## src/shared/param_zero_pkg.sv

```systemverilog
// Constants, codes and types shared by the command parameter decoder
package param_zero_pkg;
	// ************************************************************
	// Register map and fields
	// ************************************************************
	localparam logic [7:0] OFS_COMMAND = 8'h00;
	localparam logic [7:0] OFS_COPY_MODE = 8'h04;
	localparam logic [7:0] OFS_CONTROL = 8'h08;
	localparam logic [7:0] OFS_STATUS = 8'h0c;
	localparam int CTRL_RESET_BIT = 0;
	localparam int CTRL_MODBUS_BIT = 1;
	localparam int STAT_BUSY_BIT = 0;
	localparam int STAT_TRIP_BIT = 1;
	localparam int STAT_DISP_LSB = 2;
	localparam int STAT_KIND_LSB = 4;
	localparam int STAT_REFUSED_BIT = 9;
	localparam logic [15:0] COMMAND_RESET = 16'h0000;
	localparam logic [2:0] COPY_MODE_RESET = 3'h0;
	localparam logic [1:0] HTRANS_NONSEQ = 2'h2;
	localparam logic [2:0] HSIZE_WORD = 3'h2;
	// ************************************************************
	// Command parameter values
	// ************************************************************
	localparam logic [15:0] COMMAND_MAX = 16'h7fff;
	localparam logic [15:0] DECIMAL_THOUSAND = 16'h03e8;
	localparam logic [15:0] CODE_NONE = 16'h0000;
	localparam logic [15:0] CODE_SAVE = 16'h0001;
	localparam logic [15:0] CODE_READ_1 = 16'h0002;
	localparam logic [15:0] CODE_STORE_1 = 16'h0003;
	localparam logic [15:0] CODE_READ_2 = 16'h0004;
	localparam logic [15:0] CODE_STORE_2 = 16'h0005;
	localparam logic [15:0] CODE_READ_3 = 16'h0006;
	localparam logic [15:0] CODE_STORE_3 = 16'h0007;
	localparam logic [15:0] CODE_SHOW_CHANGED = 16'h0008;
	localparam logic [15:0] CODE_SHOW_DEST = 16'h0009;
	localparam logic [15:0] CODE_EUR = 16'h000a;
	localparam logic [15:0] CODE_USA = 16'h000b;
	localparam logic [15:0] CODE_OPT_RESET = 16'h000c;
	localparam logic [15:0] CODE_SAVE_ALT = DECIMAL_THOUSAND;
	localparam logic [15:0] CODE_OPT_RESET_ALT = 16'h042e;
	localparam logic [15:0] CODE_EUR_ALT = 16'h04d1;
	localparam logic [15:0] CODE_USA_ALT = 16'h04dc;
	localparam logic [15:0] CODE_EUR_KEEP = 16'h04e7;
	localparam logic [15:0] CODE_USA_KEEP = 16'h04e8;
	localparam logic [15:0] CODE_BOOT_STORE = 16'h07d1;
	localparam logic [15:0] CODE_WARN_CLEAR = 16'h2553;
	localparam logic [15:0] CODE_WARN_SET = 16'h25c2;
	localparam logic [15:0] CODE_RO_CLEAR = 16'h2631;
	localparam logic [15:0] CODE_RO_SET = 16'h26a0;
	localparam logic [15:0] CODE_ERASE_CARD = 16'h270f;
	localparam logic [15:0] CODE_SHOW_CHANGED_NOW = 16'h2ee0;
	localparam logic [15:0] CODE_SHOW_DEST_NOW = 16'h2ee1;
	localparam logic [15:0] DIGIT_STORE_ALL = 16'h0003;
	localparam logic [15:0] DIGIT_STORE_DIFF = 16'h0004;
	localparam logic [15:0] DIGIT_STORE_LADDER = 16'h0005;
	localparam logic [15:0] DIGIT_LOAD = 16'h0006;
	localparam logic [15:0] DIGIT_ERASE = 16'h0007;
	localparam logic [15:0] DIGIT_COMPARE = 16'h0008;
	localparam logic [9:0] BLOCK_ONE = 10'h001;
	localparam logic [9:0] BLOCK_TWO = 10'h002;
	localparam logic [9:0] BLOCK_THREE = 10'h003;
	// ************************************************************
	// Copy mode parameter values
	// ************************************************************
	localparam logic [2:0] COPY_MAX = 3'h4;
	localparam logic [2:0] COPY_CARD_LOW = 3'h3;
	localparam logic [2:0] COPY_CARD_HIGH = 3'h4;
	// ************************************************************
	// Types
	// ************************************************************
	typedef enum logic [4:0] {
		act_none, act_save, act_card_read, act_card_store_diff, act_show_changed,
		act_show_dest, act_def_eur, act_def_usa, act_def_eur_keep, act_def_usa_keep,
		act_option_reset, act_boot_store, act_card_store_all, act_card_store_ladder,
		act_card_erase_block, act_card_compare, act_warn_clear, act_warn_set,
		act_ro_clear, act_ro_set, act_card_erase_all
	} action_type;
	typedef enum logic [1:0] {disp_all, disp_changed, disp_dest} display_type;
	typedef enum logic {st_idle, st_wait} state_type;
endpackage

```

## src/verilog/param_zero_decoder.sv

```systemverilog
// Command parameter decoder with AHB-Lite register access
`timescale 1ns/1ps
module param_zero_decoder (
	input wire logic CLK_SYS,
	input wire logic RESET,
	input wire logic HSEL,
	input wire logic [31:0] HADDR,
	input wire logic [1:0] HTRANS,
	input wire logic HWRITE,
	input wire logic [2:0] HSIZE,
	input wire logic [31:0] HWDATA,
	input wire logic HREADY,
	output logic [31:0] HRDATA,
	output logic HREADYOUT,
	output logic HRESP,
	input wire logic DRIVE_RESET,
	input wire logic DRIVE_ENABLED,
	input wire logic ACTION_DONE,
	input wire logic ACTION_FAIL,
	input wire logic ACTION_REFUSED,
	output logic ACTION_REQ,
	output logic [4:0] ACTION_KIND,
	output logic [9:0] ACTION_BLOCK,
	output logic ACTION_CARD_ALSO,
	output logic TRIP,
	output logic [1:0] DISPLAY_MODE,
	output logic BUSY
);
	// ************************************************************
	// Decoding functions
	// ************************************************************
	function automatic param_zero_pkg::action_type decode_kind(input logic [15:0] v);
		logic [15:0] digit;
		param_zero_pkg::action_type k;
		digit = v / param_zero_pkg::DECIMAL_THOUSAND;
		k = param_zero_pkg::act_none;
		case (v)
			param_zero_pkg::CODE_SAVE, param_zero_pkg::CODE_SAVE_ALT: k = param_zero_pkg::act_save;
			param_zero_pkg::CODE_READ_1, param_zero_pkg::CODE_READ_2,
			param_zero_pkg::CODE_READ_3: k = param_zero_pkg::act_card_read;
			param_zero_pkg::CODE_STORE_1, param_zero_pkg::CODE_STORE_2,
			param_zero_pkg::CODE_STORE_3: k = param_zero_pkg::act_card_store_diff;
			param_zero_pkg::CODE_SHOW_CHANGED: k = param_zero_pkg::act_show_changed;
			param_zero_pkg::CODE_SHOW_DEST: k = param_zero_pkg::act_show_dest;
			param_zero_pkg::CODE_EUR, param_zero_pkg::CODE_EUR_ALT: k = param_zero_pkg::act_def_eur;
			param_zero_pkg::CODE_USA, param_zero_pkg::CODE_USA_ALT: k = param_zero_pkg::act_def_usa;
			param_zero_pkg::CODE_EUR_KEEP: k = param_zero_pkg::act_def_eur_keep;
			param_zero_pkg::CODE_USA_KEEP: k = param_zero_pkg::act_def_usa_keep;
			param_zero_pkg::CODE_OPT_RESET,
			param_zero_pkg::CODE_OPT_RESET_ALT: k = param_zero_pkg::act_option_reset;
			param_zero_pkg::CODE_BOOT_STORE: k = param_zero_pkg::act_boot_store;
			param_zero_pkg::CODE_WARN_CLEAR: k = param_zero_pkg::act_warn_clear;
			param_zero_pkg::CODE_WARN_SET: k = param_zero_pkg::act_warn_set;
			param_zero_pkg::CODE_RO_CLEAR: k = param_zero_pkg::act_ro_clear;
			param_zero_pkg::CODE_RO_SET: k = param_zero_pkg::act_ro_set;
			param_zero_pkg::CODE_ERASE_CARD: k = param_zero_pkg::act_card_erase_all;
			default: begin
				// Display codes 12000/12001 fall here on purpose: they never wait for a reset
				case (digit)
					param_zero_pkg::DIGIT_STORE_ALL: k = param_zero_pkg::act_card_store_all;
					param_zero_pkg::DIGIT_STORE_DIFF: k = param_zero_pkg::act_card_store_diff;
					param_zero_pkg::DIGIT_STORE_LADDER: k = param_zero_pkg::act_card_store_ladder;
					param_zero_pkg::DIGIT_LOAD: k = param_zero_pkg::act_card_read;
					param_zero_pkg::DIGIT_ERASE: k = param_zero_pkg::act_card_erase_block;
					param_zero_pkg::DIGIT_COMPARE: k = param_zero_pkg::act_card_compare;
					default: k = param_zero_pkg::act_none;
				endcase
			end
		endcase
		return k;
	endfunction

	function automatic logic [9:0] decode_block(input logic [15:0] v);
		logic [15:0] rest;
		logic [9:0] b;
		rest = v % param_zero_pkg::DECIMAL_THOUSAND;
		case (v)
			param_zero_pkg::CODE_READ_1, param_zero_pkg::CODE_STORE_1,
			param_zero_pkg::CODE_BOOT_STORE: b = param_zero_pkg::BLOCK_ONE;
			param_zero_pkg::CODE_READ_2, param_zero_pkg::CODE_STORE_2: b = param_zero_pkg::BLOCK_TWO;
			param_zero_pkg::CODE_READ_3, param_zero_pkg::CODE_STORE_3: b = param_zero_pkg::BLOCK_THREE;
			default: b = rest[9:0];
		endcase
		return b;
	endfunction

	function automatic logic is_default_load(input param_zero_pkg::action_type k);
		return (k == param_zero_pkg::act_def_eur) || (k == param_zero_pkg::act_def_usa) ||
			(k == param_zero_pkg::act_def_eur_keep) || (k == param_zero_pkg::act_def_usa_keep);
	endfunction

	function automatic logic [2:0] copy_after_success(input logic [2:0] c);
		return (c < param_zero_pkg::COPY_CARD_LOW) ? param_zero_pkg::COPY_MODE_RESET : c;
	endfunction

	// ************************************************************
	// Bus address phase
	// ************************************************************
	logic wr_en_ff, nxt_wr_en_ff;
	logic [7:0] wr_ofs_ff, nxt_wr_ofs_ff;
	logic [31:0] rdata_ff, nxt_rdata_ff;
	logic addr_take;
	logic addr_mapped;

	logic [15:0] command_ff, nxt_command_ff;
	logic [2:0] copy_mode_ff, nxt_copy_mode_ff;
	logic modbus_ff, nxt_modbus_ff;
	param_zero_pkg::state_type state_ff, nxt_state_ff;
	param_zero_pkg::action_type kind_ff, nxt_kind_ff;
	param_zero_pkg::display_type display_ff, nxt_display_ff;
	logic [9:0] block_ff, nxt_block_ff;
	logic card_also_ff, nxt_card_also_ff;
	logic req_ff, nxt_req_ff;
	logic trip_ff, nxt_trip_ff;
	logic trip_seen_ff, nxt_trip_seen_ff;
	logic refused_ff, nxt_refused_ff;

	always_comb begin
		addr_take = HSEL && HREADY && (HTRANS == param_zero_pkg::HTRANS_NONSEQ);
		addr_mapped = (HADDR[31:8] == 24'h000000) && (HADDR[1:0] == 2'h0);
		nxt_wr_en_ff = addr_take && HWRITE && addr_mapped && (HSIZE == param_zero_pkg::HSIZE_WORD);
		nxt_wr_ofs_ff = addr_take ? HADDR[7:0] : wr_ofs_ff;
		nxt_rdata_ff = 32'h00000000;
		// Read data is sampled during the address phase so the slave never stalls
		if (addr_take && !HWRITE && addr_mapped) begin
			case (HADDR[7:0])
				param_zero_pkg::OFS_COMMAND: nxt_rdata_ff[15:0] = command_ff;
				param_zero_pkg::OFS_COPY_MODE: nxt_rdata_ff[2:0] = copy_mode_ff;
				param_zero_pkg::OFS_CONTROL: nxt_rdata_ff[param_zero_pkg::CTRL_MODBUS_BIT] = modbus_ff;
				param_zero_pkg::OFS_STATUS: begin
					nxt_rdata_ff[param_zero_pkg::STAT_BUSY_BIT] = (state_ff == param_zero_pkg::st_wait);
					nxt_rdata_ff[param_zero_pkg::STAT_TRIP_BIT] = trip_seen_ff;
					nxt_rdata_ff[param_zero_pkg::STAT_DISP_LSB +: 2] = display_ff;
					nxt_rdata_ff[param_zero_pkg::STAT_KIND_LSB +: 5] = kind_ff;
					nxt_rdata_ff[param_zero_pkg::STAT_REFUSED_BIT] = refused_ff;
				end
				default: nxt_rdata_ff = 32'h00000000;
			endcase
		end
	end

	always_ff @(posedge CLK_SYS or posedge RESET) begin
		if (RESET) begin
			wr_en_ff <= 1'b0;
			wr_ofs_ff <= 8'h00;
			rdata_ff <= 32'h00000000;
		end else begin
			wr_en_ff <= nxt_wr_en_ff;
			wr_ofs_ff <= nxt_wr_ofs_ff;
			rdata_ff <= nxt_rdata_ff;
		end
	end

	// ************************************************************
	// Command core
	// ************************************************************
	logic drive_reset_now;
	param_zero_pkg::action_type start_kind;

	always_comb begin
		nxt_command_ff = command_ff;
		nxt_copy_mode_ff = copy_mode_ff;
		nxt_modbus_ff = modbus_ff;
		nxt_state_ff = state_ff;
		nxt_kind_ff = kind_ff;
		nxt_display_ff = display_ff;
		nxt_block_ff = block_ff;
		nxt_card_also_ff = card_also_ff;
		nxt_req_ff = 1'b0;
		nxt_trip_ff = 1'b0;
		nxt_trip_seen_ff = trip_seen_ff;
		nxt_refused_ff = refused_ff;
		drive_reset_now = DRIVE_RESET;
		start_kind = decode_kind(command_ff);

		// Software writes; parameters are frozen while an action runs
		if (wr_en_ff) begin
			case (wr_ofs_ff)
				param_zero_pkg::OFS_COMMAND: begin
					if (state_ff == param_zero_pkg::st_idle && HWDATA[31:16] == 16'h0000 &&
						HWDATA[15:0] <= param_zero_pkg::COMMAND_MAX) begin
						nxt_command_ff = HWDATA[15:0];
						if (modbus_ff && HWDATA[15:0] == param_zero_pkg::CODE_SHOW_CHANGED_NOW) begin
							nxt_display_ff = param_zero_pkg::disp_changed;
						end
						if (modbus_ff && HWDATA[15:0] == param_zero_pkg::CODE_SHOW_DEST_NOW) begin
							nxt_display_ff = param_zero_pkg::disp_dest;
						end
					end
				end
				param_zero_pkg::OFS_COPY_MODE: begin
					if (state_ff == param_zero_pkg::st_idle && HWDATA[31:3] == 29'h00000000 &&
						HWDATA[2:0] <= param_zero_pkg::COPY_MAX) begin
						nxt_copy_mode_ff = HWDATA[2:0];
					end
				end
				param_zero_pkg::OFS_CONTROL: begin
					nxt_modbus_ff = HWDATA[param_zero_pkg::CTRL_MODBUS_BIT];
					drive_reset_now = DRIVE_RESET || HWDATA[param_zero_pkg::CTRL_RESET_BIT];
				end
				param_zero_pkg::OFS_STATUS: begin
					if (HWDATA[param_zero_pkg::STAT_TRIP_BIT]) begin
						nxt_trip_seen_ff = 1'b0;
					end
				end
				default: nxt_command_ff = command_ff;
			endcase
		end

		case (state_ff)
			param_zero_pkg::st_idle: begin
				// A reset acts on the value held before this cycle's write
				if (drive_reset_now) begin
					nxt_refused_ff = 1'b0;
					case (start_kind)
						// Leave the command alone so a write landing in this cycle is kept
						param_zero_pkg::act_none: nxt_refused_ff = 1'b0;
						param_zero_pkg::act_show_changed, param_zero_pkg::act_show_dest: begin
							nxt_display_ff = (start_kind == param_zero_pkg::act_show_changed) ?
								param_zero_pkg::disp_changed : param_zero_pkg::disp_dest;
							nxt_command_ff = param_zero_pkg::COMMAND_RESET;
							nxt_copy_mode_ff = copy_after_success(copy_mode_ff);
						end
						default: begin
							if (is_default_load(start_kind) && DRIVE_ENABLED) begin
								nxt_refused_ff = 1'b1;
							end else begin
								nxt_kind_ff = start_kind;
								nxt_block_ff = decode_block(command_ff);
								nxt_card_also_ff = (start_kind == param_zero_pkg::act_save) &&
									((copy_mode_ff == param_zero_pkg::COPY_CARD_LOW) ||
									(copy_mode_ff == param_zero_pkg::COPY_CARD_HIGH));
								nxt_req_ff = 1'b1;
								nxt_state_ff = param_zero_pkg::st_wait;
							end
						end
					endcase
				end
			end
			param_zero_pkg::st_wait: begin
				if (ACTION_DONE) begin
					nxt_command_ff = param_zero_pkg::COMMAND_RESET;
					nxt_copy_mode_ff = copy_after_success(copy_mode_ff);
					if (kind_ff == param_zero_pkg::act_boot_store) begin
						nxt_copy_mode_ff = param_zero_pkg::COPY_MODE_RESET;
					end
					nxt_state_ff = param_zero_pkg::st_idle;
				end else if (ACTION_FAIL) begin
					// Trip set wins over a clear written in the same cycle
					nxt_trip_ff = 1'b1;
					nxt_trip_seen_ff = 1'b1;
					nxt_state_ff = param_zero_pkg::st_idle;
				end else if (ACTION_REFUSED) begin
					nxt_refused_ff = 1'b1;
					nxt_state_ff = param_zero_pkg::st_idle;
				end
			end
			default: nxt_state_ff = param_zero_pkg::st_idle;
		endcase
	end

	always_ff @(posedge CLK_SYS or posedge RESET) begin
		if (RESET) begin
			command_ff <= param_zero_pkg::COMMAND_RESET;
			copy_mode_ff <= param_zero_pkg::COPY_MODE_RESET;
			modbus_ff <= 1'b0;
			state_ff <= param_zero_pkg::st_idle;
			kind_ff <= param_zero_pkg::act_none;
			display_ff <= param_zero_pkg::disp_all;
			block_ff <= 10'h000;
			card_also_ff <= 1'b0;
			req_ff <= 1'b0;
			trip_ff <= 1'b0;
			trip_seen_ff <= 1'b0;
			refused_ff <= 1'b0;
		end else begin
			command_ff <= nxt_command_ff;
			copy_mode_ff <= nxt_copy_mode_ff;
			modbus_ff <= nxt_modbus_ff;
			state_ff <= nxt_state_ff;
			kind_ff <= nxt_kind_ff;
			display_ff <= nxt_display_ff;
			block_ff <= nxt_block_ff;
			card_also_ff <= nxt_card_also_ff;
			req_ff <= nxt_req_ff;
			trip_ff <= nxt_trip_ff;
			trip_seen_ff <= nxt_trip_seen_ff;
			refused_ff <= nxt_refused_ff;
		end
	end

	// ************************************************************
	// Outputs
	// ************************************************************
	always_comb begin
		HRDATA = rdata_ff;
		HREADYOUT = 1'b1;
		HRESP = 1'b0;
		ACTION_REQ = req_ff;
		ACTION_KIND = kind_ff;
		ACTION_BLOCK = block_ff;
		ACTION_CARD_ALSO = card_also_ff;
		TRIP = trip_ff;
		DISPLAY_MODE = display_ff;
		BUSY = (state_ff == param_zero_pkg::st_wait);
	end
endmodule // param_zero_decoder

```

## config.mk

```make
export PLATFORM = sky130hd
export DESIGN_NAME = param_zero_decoder
export DESIGN_NICKNAME = d
export VERILOG_FILES = /design/src/shared/param_zero_pkg.sv /design/src/verilog/param_zero_decoder.sv
export SDC_FILE = /design/constraint.sdc
export NUM_CORES = 1
export LEC_CHECK = 0
export ABC_AREA = 1
export BUFFER_PORTS_ARGS = -buffer_cell sky130_fd_sc_hd__buf_2
export CAP_MARGIN = 20
export CORE_MARGIN = 5
export CORE_UTILIZATION = 59
export DETAILED_ROUTE_END_ITERATION = 8
export PLACE_DENSITY = 0.87
export SYNTH_ARGS = -nofsm -noshare
export SYNTH_HDL_FRONTEND = slang
export SYNTH_SLANG_ARGS = --single-unit
```

## constraint.sdc

```tcl
create_clock -name CLK_SYS -period 7.74 [get_ports CLK_SYS]
set_input_delay 0.774 -clock CLK_SYS [delete_from_list [all_inputs] [get_ports CLK_SYS]]
set_output_delay 0.774 -clock CLK_SYS [all_outputs]
set_load 0.05 [all_outputs]
```

After elaboration in Yosys (flattened, before gate mapping)
Index checks and enable logic that the tools add are counted.

word-level totals
  bits in registers = 68
  bits of input ports = 79
  logic and storage cells = 180

cells by class
  div/mod/pow operators = 2
  $lt $le $gt $ge = 3
  equality and inequality tests = 54
  mux-type cells = 60
  bitwise logic cells = 3
  reduce and logical (&&, ||, !) cells = 43

operators by type and width
  kind                                                              count
  equality test 16 x 3 -> 1 bit, second input constant              8
  equality test 16 x 14 -> 1 bit, second input constant             7
  2-to-1 mux 16 bit                                                 7
  equality test 16 x 11 -> 1 bit, second input constant             6
  equality test 16 x 4 -> 1 bit, second input constant              6
  one-hot mux 5 bit (16 select lines)                               1
  equality test 16 x 2 -> 1 bit, second input constant              3
  equality test 8 x 4 -> 1 bit, second input constant               4
  one-hot mux 16 bit (2 select lines)                               1
  one-hot mux 10 bit (3 select lines)                               1
  zero test 29 bit                                                  1
  zero test 24 bit                                                  1
  2-to-1 mux 1 bit                                                  24
  2-to-1 mux 3 bit                                                  8
  one-hot mux 4 bit (6 select lines)                                1
  equality test 5 x 3 -> 1 bit, second input constant               4
  2-to-1 mux 2 bit                                                  9
  divider 16 x 10 -> 16 bit, second input constant                  1
  equality test 16 x 1 -> 1 bit, second input constant              1
  equality test 16 x 10 -> 1 bit, second input constant             1
  equality test 8 x 3 -> 1 bit, second input constant               2
  less-or-equal comparator 16 x 15 -> 1 bit, second input constant  1
  logical AND 1 bit                                                 16
  zero test 16 bit                                                  1
  other kinds (25)                                                  50

Longest topological paths before layout
Gate-level depths: netlist of run 1.

  depth after elaboration = 13
  gate-level depth with buffers = 47

Least setup slack after synthesis of run 1
Ideal clock, no wire load.

  path type = register to register
  start point = register command_ff[9]
  end point = register kind_ff[2], in the netlist ACTION_KIND[2]
  data arrival time = 4.178 ns
  setup slack = 3.444 ns
  cell stages (with the launch flop) = 42
  buffers on the path = 2
  period minus slack after synthesis = 4.296 ns
  cells stage by stage = dfrtp_1 buf_4 nor2_1 nor2_1 nand2_2 nand3_1 nor2_2 nand2_2 nand2_4 nand2_1 nand3_2 nand2_1 nor2_2 nand2_2 nand3_1 nand2_2 inv_2 nand2_1 [6 not listed] nand2_2 nor2_4 nand2_4 nand2_4 nand2_1 nand2_1 nor2_1 nand4_2 nand2_2 nand3_2 xnor2_2 nand3_1 and3_1 nand3_2 nand4_2 buf_4 nand2_1 nand2_1

on the way
  word-level cells in the longest chain between the ends = 11
  elaborated cells between the ends (all ways) = 54

ends and longest elaborated chain
  element                                                RTL line                   text
  start, declared                                        param_zero_decoder.sv:105  logic [15:0] command_ff, nxt_command_ff;
  start signal, assigned                                 param_zero_decoder.sv:264  command_ff <= param_zero_pkg::COMMAND_RESET;
  start signal, assigned                                 param_zero_decoder.sv:277  command_ff <= nxt_command_ff;
  divider 16 x 10 -> 16 bit                              param_zero_decoder.sv:35   digit = v / param_zero_pkg::DECIMAL_THOUSAND;
  equality test 16 x 4 -> 1 bit (tied with other cells)  param_zero_decoder.sv:59   case (digit)
  one-hot mux 4 bit (6 select lines)                     param_zero_decoder.sv:59
  one-hot mux 5 bit (16 select lines) *                  param_zero_decoder.sv:37   case (v)
  equality test 5 x 3 -> 1 bit                           param_zero_decoder.sv:88   return (k == param_zero_pkg::act_def_eur) || (k == param_zero_pkg::act_def_usa) ||
  logical OR 1 bit (2 in a row)                          param_zero_decoder.sv:88
  logical OR 1 bit                                       param_zero_decoder.sv:89   (k == param_zero_pkg::act_def_eur_keep) || (k == param_zero_pkg::act_def_usa_keep);
  logical AND 1 bit                                      param_zero_decoder.sv:225  if (is_default_load(start_kind) && DRIVE_ENABLED) begin
  inverter 1 bit (no line)                               -
  AND reduction 4 bit (no line)                          -
  end signal, assigned                                   param_zero_decoder.sv:268  kind_ff <= param_zero_pkg::act_none;
  end signal, assigned                                   param_zero_decoder.sv:281  kind_ff <= nxt_kind_ff;
  end, declared                                          param_zero_decoder.sv:109  param_zero_pkg::action_type kind_ff, nxt_kind_ff;

Mark *: on every way between the ends. The rest lies on a longest branch, timed or not.
A chain may end at the register's enable or synchronous reset.

Final worst setup path of run 1
  start point = register command_ff[9]
  end point = register block_ff[0], in the netlist ACTION_BLOCK[0]

on the way
  word-level cells in the longest chain between the ends = 11
  elaborated cells between the ends (all ways) = 59

ends and longest elaborated chain
  element                                                RTL line                   text
  divider 16 x 10 -> 16 bit                              param_zero_decoder.sv:35
  equality test 16 x 4 -> 1 bit (tied with other cells)  param_zero_decoder.sv:59
  one-hot mux 4 bit (6 select lines)                     param_zero_decoder.sv:59
  one-hot mux 5 bit (16 select lines)                    param_zero_decoder.sv:37
  equality test 5 x 3 -> 1 bit                           param_zero_decoder.sv:88
  logical OR 1 bit (2 in a row)                          param_zero_decoder.sv:88
  logical OR 1 bit                                       param_zero_decoder.sv:89
  logical AND 1 bit                                      param_zero_decoder.sv:225
  inverter 1 bit (no line)                               -
  AND reduction 4 bit (no line)                          -
  end signal, assigned                                   param_zero_decoder.sv:283  block_ff <= nxt_block_ff;
  end, declared                                          param_zero_decoder.sv:111  logic [9:0] block_ff, nxt_block_ff;

Parallel ways exist; a longest one is shown, timed or not.

==> results of run 1 <==
path summary, 6_finish.rpt:
| path | to | slack, ps | cells past startpoint |
|---|---|---|---|
| max | ACTION_BLOCK[0] | 2580 | 34 |
| min | ACTION_BLOCK[7] | 480 | 2 |
| max reg2reg | ACTION_BLOCK[0] | 2580 | 34 |
| min reg2reg | ACTION_BLOCK[7] | 480 | 2 |
| max in group asynchronous | HRDATA[14] | 6530 | 3 |
| min in group asynchronous | ACTION_KIND[0] | 660 | 3 |
cell usage after synthesis (14+ instances only):
| master | count | share of area, % |
|---|---|---|
| nand2_1 | 193 | 13 |
| inv_1 | 113 | 7.7 |
| nor2_1 | 74 | 5.0 |
| dfrtp_1 | 68 | 31 |
| nand3_1 | 57 | 5.2 |
| o21ai_0 | 39 | 3.5 |
| nor3_1 | 26 | 2.4 |
| nor4_1 | 22 | 2.5 |
| buf_4 | 21 | 2.8 |
| nand4_1 | 21 | 2.4 |
| a21oi_1 | 17 | 1.5 |
| nand2_2 | 15 | 1.7 |
| clkbuf_1 | 14 | 0.95 |
per-layer routing:
metal	GRT usage, %	vias to the layer above	wire length (um)
met2	47.7	259	7730
met1	35.0	2772	6440
met4	10.8	0	423
met3	3.91	42	1040
li1	-	2904	-
met5	0	-	0
sequential cells by signal (all words and copies together), names as in the netlist:
register / count
HRDATA: 16
command_ff: 16
ACTION_BLOCK: 10
wr_ofs_ff: 8
ACTION_KIND: 5
copy_mode_ff: 3
DISPLAY_MODE: 2
ACTION_CARD_ALSO: 1
ACTION_REQ: 1
BUSY: 1
TRIP: 1
modbus_ff: 1
refused_ff: 1
trip_seen_ff: 1
wr_en_ff: 1
per-stage QoR:
stage          util [%]  hold slack [ps]  std cells  worst slack (ps)  total power (uW)
6_report           69.1              483       1050              2580              2020
2_1_floorplan         -              465        841              3440              1420
3_3_place_gp       66.4              463       1034              2760              1630
4_1_cts            69.1              488       1050              2600              2010
5_1_grt            69.1              519       1050              1970              2180
3_5_place_dp       66.4              464       1034              2630              1650
power by group through the flow:
stage	Sequential, uW	Clock, uW	Combinational, uW
after floorplan	603	0	817
after global placement	518	0	1120
after detailed placement	518	0	1130
after CTS	512	366	1130
after global routing	526	381	1270
final	516	365	1140
cells by family (layout without fill, tap and decap cells):
family	count (synthesis)	after routing	share of synthesized area, %
AO/OA/AOI/OAI	115	115	13.4
XOR/XNOR	13	13	2.19
buffers and inverters	164	262	12.7
flip-flops	68	68	30.7
multiplexers	6	6	1.22
other	2	18	0.136
AND/OR/NAND/NOR	457	457	39.6
worst reg2reg max path, delay by kind of cell (launching register included):
kind,cells,cell delay [ps]
and+or+nand+nor,23,3050
DFF,1,520
AOI/OAI and AO/OA,5,850
xor gates and xnor gates,1,260
buffers and inverters,5,380
area by class of cell:
class                      instances  area [um^2]  share of cell area [%]
sequential                        68         1700                    26.8
timing repair buffer             118          598                    9.41
inverter                         128          480                    7.56
tap                              111          139                    2.18
clock buffer                       9          124                    1.95
clock inverter                     7          124                    1.95
multi-input combinational        609         3190                    50.2
cell usage in the layout (no fill, tap or decap), types with 3 or more instances in the layout:
cell type | synthesis | routed
nand2_4 | 6 | 6
xor2_1 | 11 | 11
nand2_1 | 193 | 193
bufinv_16 | 0 | 3
nor3_1 | 26 | 26
dfrtp_1 | 68 | 68
inv_2 | 13 | 14
o21ai_0 | 39 | 39
o2111ai_1 | 3 | 3
inv_1 | 113 | 112
nand3_2 | 12 | 12
buf_4 | 21 | 3
o21ai_1 | 9 | 9
nand2_2 | 15 | 15
mux2_2 | 6 | 6
nor4_1 | 22 | 22
a21oi_1 | 17 | 17
clkbuf_8 | 0 | 9
a2111oi_0 | 4 | 4
nor2_1 | 74 | 74
a31oi_1 | 5 | 5
or2_2 | 3 | 3
conb_1 | 2 | 18
o22ai_1 | 3 | 3
a211oi_1 | 13 | 13
a31o_2 | 4 | 4
o31ai_1 | 4 | 4
nand3_1 | 57 | 57
o21bai_1 | 3 | 3
nor2_2 | 13 | 13
buf_2 | 0 | 115
nand4_1 | 21 | 21
and3_1 | 4 | 4
or4_1 | 3 | 3
==> results.yml, run 1 <==
final_layout:
  nets: 1013
  final_area_um2: 6360
  n_antenna_cell: 0
  areaGrowthSynthToFinish_pct: 14.9
  drive_above_1_share_pct: 23.0
  fillCellCount: 796
critical_path:
  critPathMaxStageDelay_ps: 520
  worstSetupStartpointType: "flop"
  path_buf_inv: 5
  crit_arrival_ps: 5400
  setup.worst_path.class: "reg2reg"
  crit_top_cell: "nand2_2"
  path_max_fanout: 17
  timing.rr.start: "command_ff[9]"
  cpMaxStageDelayCell: "dfrtp_1"
  worstSetupEndpointType: "flop"
  startpoint: "command_ff[9]"
  critPathTopFamily: "simple AND/OR/NAND/NOR gates"
  cp.required_ps: 7980
pwr:
  p_sw_share_pct: 51.5
  power.density_nw_per_um2: 318
  pwr-share-comb_pct: 56.4
  pwr-share-clk_pct: 18.0
  power.leakage_uw: 0.00343
  p_int_uw: 980
  vdd_drop_max_mv: 0.228
  switching_power_uw: 1040
  seqPwrFrac_pct: 25.5
route:
  vias: 5977
  routed_wl_mm: 15.6
  vias_per_cell: 5.69
  drtIter0Drc: 440
  firstDrtPassIters: 7
  wl_per_cell_um: 14.9
  ant_nets: 0
  drc: 0
timing:
  fin_setup_tns_ps: 0
  setup_violations: 0
  rsz0062_at_grt: "no"
  clock_skew_ps: 8.00
  slew_viol_final: 0
  worst_pin_slew_ps: 839
  finalCriticalPeriod_ps: 5160
  timing.fmax_mhz: 194
  final-hold-violation-count: 0
  fin_crit_sh_pct: 66.6
  worst_slew_margin_rel_pct: 43.9
global_route:
  grt_usage_pct: 27.6
  grt_overflow: 0
  grt_first_pass_wirelength_mm: 25.8
  grt_max_degree: 69
  antenna_found_initial: 0
  grt_pass1_vias: 5681
placed_design:
  io_buffer_count: 115
  gp_congestion: 1.01
  place_area_um2: 6110
  dp_hpwl_mm: 12.3
min_path:
  min_path_type: "reg2reg"
  min_from: "ACTION_BLOCK[7]"
die:
  die_w_um: 107
  start_util_pct: 60.2
  core_area_um2: 9200
  io_pins: 134
  dieArea_um2: 11400
  die_y_um: 107
  rows: 35
flow_run:
  maxCapViolCount: 0
run_status:
  outcome: "completed"
clocking:
  clock-sinks: 68
  postCtsSetupBuffers: 0
  clock_path_buffers: 2
  post_cts_resized: 0
  htree_levels: 3
  cts_made_buffers: 9
  hold_buffers: 0
  cts-root-buf: "clkbuf_8"
  clock_latency_ps: 350
  clk_pin_slew_ps: 80
  cts_tree: "built"
synthesis:
  yosys_warnings: 0
  synthCells: 825
  async_flop_share_pct: 100
  synth-seq-cells: 68
  synth_cell_types: 49
  ys.flop_type: "dfrtp_1"
  avgSynthCellArea_um2: 6.71
  syn_area_um2: 5530
  synth.yosys.seq_area_share_pct: 30.7
  synth_edf_count: 0
Note: power is estimated with default switching activity, not from simulation.
==> inputs of run 2 (changes only) <==
--- a/config.mk
+++ b/config.mk
@@ -9,9 +9,9 @@
 export BUFFER_PORTS_ARGS = -buffer_cell sky130_fd_sc_hd__buf_2
 export CAP_MARGIN = 20
 export CORE_MARGIN = 5
-export CORE_UTILIZATION = 59
+export CORE_UTILIZATION = 55
 export DETAILED_ROUTE_END_ITERATION = 8
-export PLACE_DENSITY = 0.87
+export PLACE_DENSITY = 0.82
 export SYNTH_ARGS = -nofsm -noshare
 export SYNTH_HDL_FRONTEND = slang
 export SYNTH_SLANG_ARGS = --single-unit
==> constraint.sdc (replaced) <==
create_clock -name CLK_SYS -period 5.38 [get_ports CLK_SYS]
set_input_delay 0.538 -clock CLK_SYS [delete_from_list [all_inputs] [get_ports CLK_SYS]]
set_output_delay 0.538 -clock CLK_SYS [all_outputs]
set_load 0.05 [all_outputs]
==> run 2 against run 1 <==
Against the previous run:
- wire length is 1.5% higher
- combinational power is 56% higher
- first-iteration DRC count decreased by 1.1%
- core utilization fell by 2.3 points
- total power is 49% higher
- fmax is 2.8% higher
- worst hold slack lost 150 ps
- register-to-register slack worse by 2200 ps
- critical path depth up 5
- cell area is 2.8% higher
- non-clock buffer count grew 9
- critical endpoint is now ACTION_BLOCK[9]
- highest routed layer unchanged
==> results.yml, run 2 (synthesized netlist as in run 1, its figures left out) <==
run_status:
  outcome: "completed"
route:
  ant_nets: 0
  vias_per_cell: 5.51
  routed_wl_mm: 15.9
  drc: 0
  wl_per_cell_um: 14.7
  drtIter0Drc: 435
  firstDrtPassIters: 5
  vias: 5959
global_route:
  use_met3_pct: 5.18
  grt_overflow: 0
  use_met2_pct: 45.0
  grt_usage_pct: 26.6
  antenna_found_initial: 0
  top_usage_layer: "met2"
  grt_pass1_vias: 5627
  grt_max_degree: 69
  grt_first_pass_wirelength_mm: 25.6
  use_met1_pct: 33.3
min_path:
  holdPathEnd: "wr_en_ff"
  min_from: "HSIZE[2]"
  hold_depth: 2
  min_path_type: "in2reg"
critical_path:
  reg2reg_depth: 39
  reg2reg_setup_slack_ps: 360
  worstSetupStartpointType: "flop"
  crit_arrival_ps: 5310
  crit_top_cell: "nand2_1"
  path_max_fanout: 10
  r2r_end: "ACTION_BLOCK[9]"
  path_buf_inv: 6
  setup.worst_path.class: "reg2reg"
  cpMaxStageDelayCell: "dfrtp_1"
  critPathMaxStageDelay_ps: 420
  worstSetupEndpointType: "flop"
  critPathTopFamily: "simple AND/OR/NAND/NOR gates"
  cp.required_ps: 5670
  timing.rr.start: "command_ff[13]"
timing:
  worst_pin_slew_ps: 848
  slew_viol_final: 0
  fin_setup_tns_ps: 0
  worst_slew_margin_rel_pct: 43.4
  final-hold-violation-count: 0
  finalCriticalPeriod_ps: 5020
  timing.fmax_mhz: 199
  setup_violations: 0
  clock_skew_ps: 7.48
  fin_crit_sh_pct: 93.3
final_layout:
  final_cell_mix: "192 x nand2_1, 115 x buf_2, 110 x inv_1"
  layout_commonest_cell: "nand2_1"
  areaGrowthSynthToFinish_pct: 18.1
  nets: 1022
  drive_above_1_share_pct: 25.4
  stdcell_count: 1081
  n_antenna_cell: 0
placed_design:
  dp_hpwl_mm: 12.5
  gp_congestion: 1.05
  placed_cells: 1057
  io_buffer_count: 115
die:
  io_pins: 134
  core_area_um2: 9770
  die_w_um: 110
  die_y_um: 110
  dieArea_um2: 12200
  start_util_pct: 56.6
  rows: 36
clocking:
  cts_made_buffers: 9
  cts-root-buf: "clkbuf_8"
  clk_pin_slew_ps: 80
  clock_latency_ps: 350
  clock_path_buffers: 2
  htree_levels: 3
  clock-sinks: 68
  cts_tree: "built"
  hold_buffers: 0
pwr:
  power.density_nw_per_um2: 460
  power.leakage_uw: 0.00348
  vdd_drop_max_mv: 0.331
flow_run:
  maxCapViolCount: 0
## run 2: cell count changes in the layout (fill, tap and decap cells not counted), sizes merged
cell,before,now
buf,118,127
clkinv,4,3
inv,127,129
bufinv,3,2
## run 2: routing by layer
layer | vias to the layer above | routed length, um
met4 | 0 | 453
li1 | 2925 | -
met3 | 45 | 1070
met5 | - | 0
met2 | 237 | 7920
met1 | 2752 | 6420
## run 2: final cells by class
class,instances,area [um^2]
Multi-Input combinational cell,609,3270
Fill cell,905,3240
Sequential cell,68,1710
Timing Repair Buffer,127,678
Inverter,128,482
Tap cell,133,166
Clock buffer,9,124
Clock inverter,7,105
## run 2: repair_timing
action,CTS,global route
hold endpoints to repair,0,0
gates resized for setup,0,23
endpoints found under the setup margin,0,38
setup buffers,0,8
## run 2: worst max path at each step
stage          slack (ps)  depth (start not counted)         endpoint            from
6_report              360                         39  ACTION_BLOCK[9]  command_ff[13]
5_1_grt               -70                         41  ACTION_BLOCK[9]  command_ff[13]
4_1_cts               260                         37  ACTION_BLOCK[2]  command_ff[13]
3_5_place_dp          290                         37  ACTION_BLOCK[2]   command_ff[9]
3_3_place_gp          380                         35   ACTION_KIND[1]   command_ff[9]
2_1_floorplan        1080                         41   ACTION_KIND[2]   command_ff[9]
## run 2: power breakdown
part	switching [uW]	internal, uW	leakage [uW]
clock	221	269	0.000113
combinational	1230	547	0.00247
sequential	121	624	0.000895
## run 2: through the flow
stage	total power (uW)	cell area (um^2)	setup slack [ps]	util, %	hold WS, ps
2_1_floorplan	2040	5590	1080	-	465
3_3_place_gp	2360	6140	376	62.9	464
3_5_place_dp	2380	6140	288	62.9	463
4_1_cts	2870	6370	263	65.2	327
5_1_grt	3240	6540	-70.6	66.9	335
6_report	3010	6540	362	66.9	335
